===== config.mk =====
export PLATFORM = sky130hd
export DESIGN_NAME = xpc_host
export DESIGN_NICKNAME = d
export VERILOG_FILES = /design/src/rtl/xpc_pkg.sv /design/src/rtl/xpc_strobe_timer.sv /design/src/rtl/xpc_host.sv
export SDC_FILE = /design/constraint.sdc
export NUM_CORES = 1
export LEC_CHECK = 0
export BUFFER_PORTS_ARGS = -buffer_cell sky130_fd_sc_hd__clkbuf_2
export CORE_UTILIZATION = 46
export DETAILED_ROUTE_END_ITERATION = 6
export PLACE_DENSITY = 0.69
export SYNTH_ARGS = -nofsm -noshare
export SYNTH_HDL_FRONTEND = slang
export SYNTH_HIERARCHICAL = 1
export SYNTH_SLANG_ARGS = --single-unit

===== constraint.sdc =====
create_clock -name clk -period 3.42 [get_ports clk]
set_input_delay 0 -clock clk [delete_from_list [all_inputs] [get_ports clk]]
set_output_delay 0 -clock clk [all_outputs]
set_load 0.05 [all_outputs]

===== src/rtl/xpc_pkg.sv =====
/*
  xpc_pkg: constants and carrier types for the crosspoint route programming controller.
  Assumes a 10 MHz system clock; pin timing figures are converted to whole cycles here.
*/
package xpc_pkg;
  localparam int CLK_PERIOD_NS = 100;
  // pin timing figures in ns
  localparam int T_STEP_NS = 15;   // vector period / least strobe width
  localparam int T_RESET_NS = 15;  // least reset pulse width
  localparam int T_DIS_NS = 30;    // worst output disable time after reset
  localparam int T_ACC_NS = 30;    // worst readback access / release time
  // cycle counts: least times round up, never below one cycle
  localparam int STEP_CYC = (T_STEP_NS + CLK_PERIOD_NS - 1) / CLK_PERIOD_NS;
  localparam int RESET_CYC = (T_RESET_NS + CLK_PERIOD_NS - 1) / CLK_PERIOD_NS;
  localparam int DIS_CYC = (T_DIS_NS + CLK_PERIOD_NS - 1) / CLK_PERIOD_NS;
  localparam int ACC_CYC = (T_ACC_NS + CLK_PERIOD_NS - 1) / CLK_PERIOD_NS;
  localparam int CNT_W = 4;
  // field layout of the route word
  localparam int IDX_W = 5;
  localparam int WORD_W = 7;
  localparam int EN_POS = 6;
  localparam int NUM_OUT = 17;
  localparam int NUM_IN = 33;
  localparam logic [IDX_W-1:0] BCAST_IDX = 5'h11;
  localparam logic [IDX_W-1:0] MAX_IDX = 5'h10;
  localparam logic [5:0] MAX_IN = 6'h20;
  // host commands
  typedef enum logic [2:0] {
    XPC_CMD_WRITE, XPC_CMD_UPDATE, XPC_CMD_READ, XPC_CMD_RESET, XPC_CMD_XWRITE
  } xpc_cmd_t;
  // one request from the user side
  typedef struct packed {
    xpc_cmd_t cmd;
    logic [IDX_W-1:0] index;
    logic [WORD_W-1:0] word;
  } xpc_req_t;
  // pin levels driven toward the switch
  typedef struct packed {
    logic select_n;
    logic write_n;
    logic read_n;
    logic update_n;
    logic reset_n;
    logic [IDX_W-1:0] index;
  } xpc_pins_t;
endpackage


===== src/rtl/xpc_strobe_timer.sv =====
/*
  xpc_strobe_timer: counts a loaded number of cycles and flags when it has run out.
  Assumes a single clock domain and a load pulse from the owning state machine.
*/
`timescale 1ns/1ps
`default_nettype none
module xpc_strobe_timer #(
  parameter int W = 4
) (
  // clock and reset
  input wire logic clk,
  input wire logic arst_n,
  // control
  input wire logic load,
  input wire logic [W-1:0] count,
  // status
  output logic done
);
  logic [W-1:0] cnt_q;

  // down counter; done is high whenever it sits at zero
  always_ff @(posedge clk or negedge arst_n) begin
    if (!arst_n) begin
      cnt_q <= '0;
    end else if (load) begin
      cnt_q <= count;
    end else if (cnt_q != '0) begin
      cnt_q <= cnt_q - 1'b1;
    end
  end

  // done looks at the count only: the owner reloads from done, so a load term here would loop
  assign done = (cnt_q == '0);
endmodule
`default_nettype wire


===== src/rtl/xpc_host.sv =====
/*
  xpc_host: controller that programs a 33x17 crosspoint through its parallel control pins.
  Assumes the switch latches are level sensitive and that the data pins are resolved by the
  surrounding wiring from data_out/data_oe_n; data_in arrives asynchronously.
*/
`timescale 1ns/1ps
`default_nettype none
module xpc_host (
  // clock and reset
  input wire logic clk,
  input wire logic arst_n,
  // user request side
  input wire logic req_valid,
  input wire xpc_pkg::xpc_req_t req,
  output logic req_ready,
  output logic req_reject,
  output logic rd_valid,
  output logic [xpc_pkg::WORD_W-1:0] rd_word,
  // switch control pins
  output var xpc_pkg::xpc_pins_t pins,
  // switch data pins, three signals for the two-way bus
  input wire logic [xpc_pkg::WORD_W-1:0] data_in,
  output logic [xpc_pkg::WORD_W-1:0] data_out,
  output logic data_oe_n
);
  typedef enum logic [2:0] {
    XPC_IDLE, XPC_SETUP, XPC_PULSE, XPC_HOLD, XPC_READ, XPC_DONE
  } xpc_state_t;

  xpc_state_t state_q;
  xpc_pkg::xpc_req_t cur_q;
  xpc_pkg::xpc_pins_t pins_q;
  logic [xpc_pkg::WORD_W-1:0] dout_q;
  logic oe_n_q;
  logic ready_q;
  logic reject_q;
  logic rd_valid_q;
  logic [xpc_pkg::WORD_W-1:0] rd_word_q;
  logic [xpc_pkg::WORD_W-1:0] din_meta_q;
  logic [xpc_pkg::WORD_W-1:0] din_sync_q;
  logic tmr_load;
  logic [xpc_pkg::CNT_W-1:0] tmr_count;
  logic tmr_done;

  // reserved index or input numbers are refused before any pin moves
  function automatic logic xpc_legal(input xpc_pkg::xpc_req_t r);
    logic ok;
    ok = 1'b1;
    if (r.cmd == xpc_pkg::XPC_CMD_WRITE || r.cmd == xpc_pkg::XPC_CMD_XWRITE) begin
      if (r.index > xpc_pkg::BCAST_IDX) begin
        ok = 1'b0;
      end else if (r.word[xpc_pkg::EN_POS] && (r.word[5:0] > xpc_pkg::MAX_IN)) begin
        ok = 1'b0;
      end
    end else if (r.cmd == xpc_pkg::XPC_CMD_READ) begin
      if (r.index > xpc_pkg::MAX_IDX) begin
        ok = 1'b0;
      end
    end
    return ok;
  endfunction

  // strobe width, setup and access counts in cycles
  function automatic logic [xpc_pkg::CNT_W-1:0] xpc_width(input xpc_pkg::xpc_cmd_t c);
    logic [xpc_pkg::CNT_W-1:0] n;
    n = xpc_pkg::CNT_W'(xpc_pkg::STEP_CYC);
    if (c == xpc_pkg::XPC_CMD_RESET) begin
      n = xpc_pkg::CNT_W'(xpc_pkg::DIS_CYC);
    end else if (c == xpc_pkg::XPC_CMD_READ) begin
      n = xpc_pkg::CNT_W'(xpc_pkg::ACC_CYC);
    end
    return n;
  endfunction

  xpc_strobe_timer #(
    .W(xpc_pkg::CNT_W)
  ) u_timer (
    .clk(clk),
    .arst_n(arst_n),
    .load(tmr_load),
    .count(tmr_count),
    .done(tmr_done)
  );

  // timer restarts on acceptance and on leaving each timed phase (setup, pulse, read)
  assign tmr_load = (state_q == XPC_IDLE && req_valid && ready_q && xpc_legal(req))
    || ((state_q == XPC_SETUP || state_q == XPC_PULSE || state_q == XPC_READ) && tmr_done);
  assign tmr_count = (state_q == XPC_IDLE) ? xpc_pkg::CNT_W'(xpc_pkg::STEP_CYC)
    : xpc_width(cur_q.cmd);

  // data pins are asynchronous: two flops before anything reads them
  always_ff @(posedge clk or negedge arst_n) begin
    if (!arst_n) begin
      din_meta_q <= '0;
      din_sync_q <= '0;
    end else begin
      din_meta_q <= data_in;
      din_sync_q <= din_meta_q;
    end
  end

  // sequencing of one pin transaction
  always_ff @(posedge clk or negedge arst_n) begin
    if (!arst_n) begin
      state_q <= XPC_IDLE;
      cur_q <= '0;
    end else begin
      case (state_q)
        XPC_IDLE: begin
          if (req_valid && ready_q && xpc_legal(req)) begin
            cur_q <= req;
            state_q <= XPC_SETUP;
          end
        end
        XPC_SETUP: begin
          if (tmr_done) begin
            state_q <= XPC_PULSE;
          end
        end
        XPC_PULSE: begin
          if (tmr_done) begin
            state_q <= (cur_q.cmd == xpc_pkg::XPC_CMD_READ) ? XPC_READ : XPC_HOLD;
          end
        end
        XPC_READ: begin
          if (tmr_done) begin
            state_q <= XPC_HOLD;
          end
        end
        XPC_HOLD: begin
          state_q <= XPC_DONE;
        end
        default: begin
          state_q <= XPC_IDLE;
        end
      endcase
    end
  end

  // pin levels; every strobe idles high and select frames all work except reset
  always_ff @(posedge clk or negedge arst_n) begin
    if (!arst_n) begin
      pins_q <= '{select_n: 1'b1, write_n: 1'b1, read_n: 1'b1, update_n: 1'b1,
        reset_n: 1'b1, index: '0};
      dout_q <= '0;
      oe_n_q <= 1'b1;
    end else begin
      case (state_q)
        XPC_IDLE: begin
          pins_q.select_n <= 1'b1;
          pins_q.write_n <= 1'b1;
          pins_q.read_n <= 1'b1;
          pins_q.update_n <= 1'b1;
          pins_q.reset_n <= 1'b1;
          oe_n_q <= 1'b1;
        end
        XPC_SETUP: begin
          // reset is issued with select high; all else under select low
          pins_q.select_n <= (cur_q.cmd == xpc_pkg::XPC_CMD_RESET);
          pins_q.index <= cur_q.index;
          dout_q <= cur_q.word;
          oe_n_q <= (cur_q.cmd == xpc_pkg::XPC_CMD_READ
            || cur_q.cmd == xpc_pkg::XPC_CMD_UPDATE
            || cur_q.cmd == xpc_pkg::XPC_CMD_RESET);
          // transparent write holds update low across the write pulse
          pins_q.update_n <= (cur_q.cmd != xpc_pkg::XPC_CMD_XWRITE);
        end
        XPC_PULSE: begin
          case (cur_q.cmd)
            xpc_pkg::XPC_CMD_WRITE,
            xpc_pkg::XPC_CMD_XWRITE: pins_q.write_n <= 1'b0;
            xpc_pkg::XPC_CMD_UPDATE: pins_q.update_n <= 1'b0;
            xpc_pkg::XPC_CMD_READ: pins_q.read_n <= 1'b0;
            default: pins_q.reset_n <= 1'b0;
          endcase
        end
        XPC_READ: begin
          pins_q.read_n <= 1'b0; // wait out the access time
        end
        XPC_HOLD: begin
          // strobes rise first; index, data and select hold one more step
          pins_q.write_n <= 1'b1;
          pins_q.read_n <= 1'b1;
          pins_q.update_n <= 1'b1;
          pins_q.reset_n <= 1'b1;
        end
        default: begin
          // bus released only after the device stops driving
          pins_q.select_n <= 1'b1;
          oe_n_q <= 1'b1;
        end
      endcase
    end
  end

  // user handshake and readback capture
  always_ff @(posedge clk or negedge arst_n) begin
    if (!arst_n) begin
      ready_q <= 1'b0;
      reject_q <= 1'b0;
      rd_valid_q <= 1'b0;
      rd_word_q <= '0;
    end else begin
      ready_q <= (state_q == XPC_IDLE && !(req_valid && ready_q)) || state_q == XPC_DONE;
      reject_q <= (state_q == XPC_IDLE) && req_valid && ready_q && !xpc_legal(req);
      rd_valid_q <= 1'b0;
      if (state_q == XPC_READ && tmr_done) begin
        rd_word_q <= din_sync_q;
        rd_valid_q <= 1'b1;
      end
    end
  end

  assign req_ready = ready_q;
  assign req_reject = reject_q;
  assign rd_valid = rd_valid_q;
  assign rd_word = rd_word_q;
  assign pins = pins_q;
  assign data_out = dout_q;
  assign data_oe_n = oe_n_q;
endmodule
`default_nettype wire


==> out/summary.txt <==
=====================================================================================
Sequential area share after synthesis ..................................       0.6204
Residual antenna-violating net count after detailed routing ............            0
Arrival time of the worst setup path ...................................      2.47 ns
Post-layout nets .......................................................          298
Synthesis-stage register bit count .....................................           64
Detail-routed via count per cell .......................................        5.052
Kind of start point of the critical path ...............................    flip-flop
Final routed DRC violation total .......................................            0
Final-layout worst hold slack ..........................................   0.05126 ns
Count of buffers added by post-CTS timing repair for setup .............            0
Share of power burned in combinational logic ...........................        0.407
Part of the total power dissipated in sequential elements ..............        0.371
Antenna diode count ....................................................            0
Wire length of the first global-routing pass ...........................     8.452 mm
Fraction of the mapped netlist area in compound gates ..................      0.08152
Length of the first detailed-routing pass in iterations ................            4
Ports placed on the boundary ...........................................           53
Most frequent standard cell in the layout excluding fill and tap cells .      dfrtp_1
Iteration-0 DRC count of the detailed router ...........................           90
WS Path Type ...........................................................      reg2reg
Placeable Area ......................................................... 0.005270 sq mm
CTS tree ...............................................................         done
DIE HEIGHT ............................................................. 77.09 microns
CTS Buf Count ..........................................................            9
Commonest cells after routing, fill and taps aside ..................... dfrtp_1, clkbuf_2, mux2_2, dlygate4sd3_1
Vias in the first global route .........................................         1760
Avg WL per Cell ........................................................ 14.37 microns
RSZ-0062 raised after global routing ...................................        false
Pin count of the biggest net entering global routing ...................           28
Synthesized cell area .................................................. 0.002594 sq mm
Post-CTS resize count ..................................................            0
H-Tree Level Count .....................................................            3
Largest cells by area after synthesis .................................. dfrtp_1, mux2_2, dfstp_2
Antenna violations before repair .......................................            0
Number of fill cells ...................................................          417
Quantity of I/O buffers inserted on ports ..............................           52
Effective utilization at floorplan .....................................       0.4922
Adder-cell area share of the yosys netlist .............................     0.004824
Die Wd ................................................................. 77.09 microns
Routed wire length .....................................................     4.987 mm
Final period utilization ...............................................       0.6571
Area fraction of the dominant cell type after synthesis ................       0.5596
Cells after Synth ......................................................          189
Fraction of power spent switching nets .................................       0.3892
Peak supply drop .......................................................    0.5337 mV
Total of endpoints with negative setup slack in the final report .......            0
Endpoints failing hold .................................................            0
Clk sink count .........................................................           64
Post-Syn Area per Cell .................................................  13.72 sq um
Synth warnings .........................................................            6
CTS clock-pin slew for the worst setup and hold paths ..................      0.07 ns
Highest clock rate .....................................................    445.0 MHz
Final GP Congestion ....................................................       0.7899
Worst setup EP type ....................................................    flip-flop
Number of buffers added to fix hold violations after cts ...............           23
Fraction of synthesized cell area in xor and xnor cells ................     0.003377
Clock network power share ..............................................        0.222
Max-capacitance violation count ........................................            0
Run status ............................................................. finished clean
Internal power .........................................................     2.083 mW
Fraction of final layout cells sized beyond drive strength 1 ...........       0.4116
Final Max Tran Viols ...................................................            0
Static leakage .........................................................     1.587 nW
CP Max Fanout ..........................................................            9
Number of distinct library cells after synthesis .......................           45
Kind of path behind the tightest hold check ............................       in2reg
Clock period minus worst slack .........................................     2.247 ns
Yosys top cell by area .................................................      dfrtp_1
Number of standard-cell rows in the floorplan ..........................           26
Grt total ovfl .........................................................            0
Clock skew .............................................................  0.006267 ns
Area of the die ........................................................ 0.005943 sq mm
Power density over the cells ........................................... 1002 mW/mm^2
Simple-Gate Fraction of Synth Area .....................................      0.09744
Tightest slew margin relative to the limit .............................       0.5859
Summed negative setup slack over all endpoints .........................         0 ns
Main combinational cell family by area after synthesis ................. multiplexers
Largest buffer count on any clock path .................................            2
Total chip power .......................................................     3.410 mW
Total global-route track usage .........................................       0.1918
Switching power of the nets ............................................     1.327 mW
Worst-Margin Slew ......................................................    0.6212 ns
Via Count ..............................................................         1753
Worst endpoint required time ...........................................      3.64 ns
Share of cell area taken by muxes after synthesis ......................       0.1669
Cell at the root of the clock tree .....................................     clkbuf_8
P&R area growth vs syn .................................................       31.21%
Half-perimeter wire length after placement .............................     3.319 mm
Clock insertion delay at the later pin of the skew report ..............      0.33 ns
=====================================================================================
[registers in the layout, summed over array words and instances (netlist names)]
register	flops
u_timer/cnt_q	4
pins	10
rd_valid	1
req_ready	1
data_oe_n	1
din_sync_q	7
state_q	3
data_out	7
req_reject	1
rd_word	7
din_meta_q	7
cur_q	15
[logic make-up after synthesis]
| logic type | after synthesis |
|---|---|
| compound gates | 31 |
| xor+xnor | 1 |
| buf+inv | 13 |
| fa+ha+maj | 1 |
| other cells | 2 |
| simple gates | 41 |
| flops | 64 |
| mux | 36 |
[per-layer routing]
layer  part of all wire  GRT usage
met5                  0          0
met4              0.018    0.09623
met3              0.045    0.06071
met2               0.50     0.2955
met1               0.43     0.2435
[per-stage QoR]
stage / util / setup slack, ns / instances / area [sq um]
floorplan: - / 1.306 / 191 / 2601
global placement: 0.5572 / 1.296 / 308 / 2937
detailed placement: 0.5572 / 1.225 / 308 / 2937
CTS: 0.6458 / 1.193 / 347 / 3403
global route: 0.6458 / 0.9700 / 347 / 3403
finish: 0.6458 / 1.173 / 347 / 3403
[cells in the mapped netlist, drive strengths merged]
master and count:
nor3b 4, a221o 1, o31ai 2, or3 1
nor4bb 1, xnor2 1, dfstp 6, o21ai 5
o22ai 3, nand2 8, clkbuf 5, a211oi 1
or4b 1, a2bb2oi 3, mux2i 2, a31oi 3
and3 1, or4 1, a21oi 8, inv 5
nor2b 2, o211ai 1, a2111o 1, nor3 3
and2 1, a311o 1, and4 1, nand2b 4
conb 2, ha 1, and3b 1, mux2 34
nand3 2, a22o 1, dfrtp 58, nand4b 1
o311ai 1, nor2 9, buf 3
[layout make-up]
class                      count  area (sq um)  area share
clock buffer                  11         131.4     0.03860
clock inverter                 5         105.1     0.03088
inverter                       5         18.77    0.005515
multi-input combinational    114         938.4      0.2757
sequential                    64          1609      0.4728
tap                           70         87.58     0.02574
timing repair buffer          78         513.0      0.1507
[path summary, 6_finish.rpt]
path / cells past startpoint / endpoint / slack (ns) / start
max: 8 / u_timer/cnt_q[3] / 1.17 / u_timer/cnt_q[0]
min: 4 / req_ready / 0.05 / req_valid
max reg2reg: 8 / u_timer/cnt_q[3] / 1.17 / u_timer/cnt_q[0]
min reg2reg: 0 / din_sync_q[6] / 0.35 / din_meta_q[6]
max in group asynchronous: 3 / pins[4] / 2.49 / arst_n
min in group asynchronous: 2 / rd_word[1] / 0.21 / arst_n
[critical path: stages, from the launching register on]
cell and delay, ns:
dfrtp_1 0.37, inv_1 0.09, ha_1 0.21, nor3b_4 0.41, inv_1 0.13, a311o_1 0.29
nand2_1 0.21, nor3_1 0.09, a221o_1 0.32
[power by group through the flow]
stage	logic (mW)	clock network [mW]	registers [mW]
CTS	1.39	0.780	1.26
finish	1.39	0.758	1.27
global placement	1.34	0	1.27
floorplan	0.696	0	1.65
detailed placement	1.37	0	1.27
global route	1.49	0.821	1.30
(Power assumes the default switching activity.)
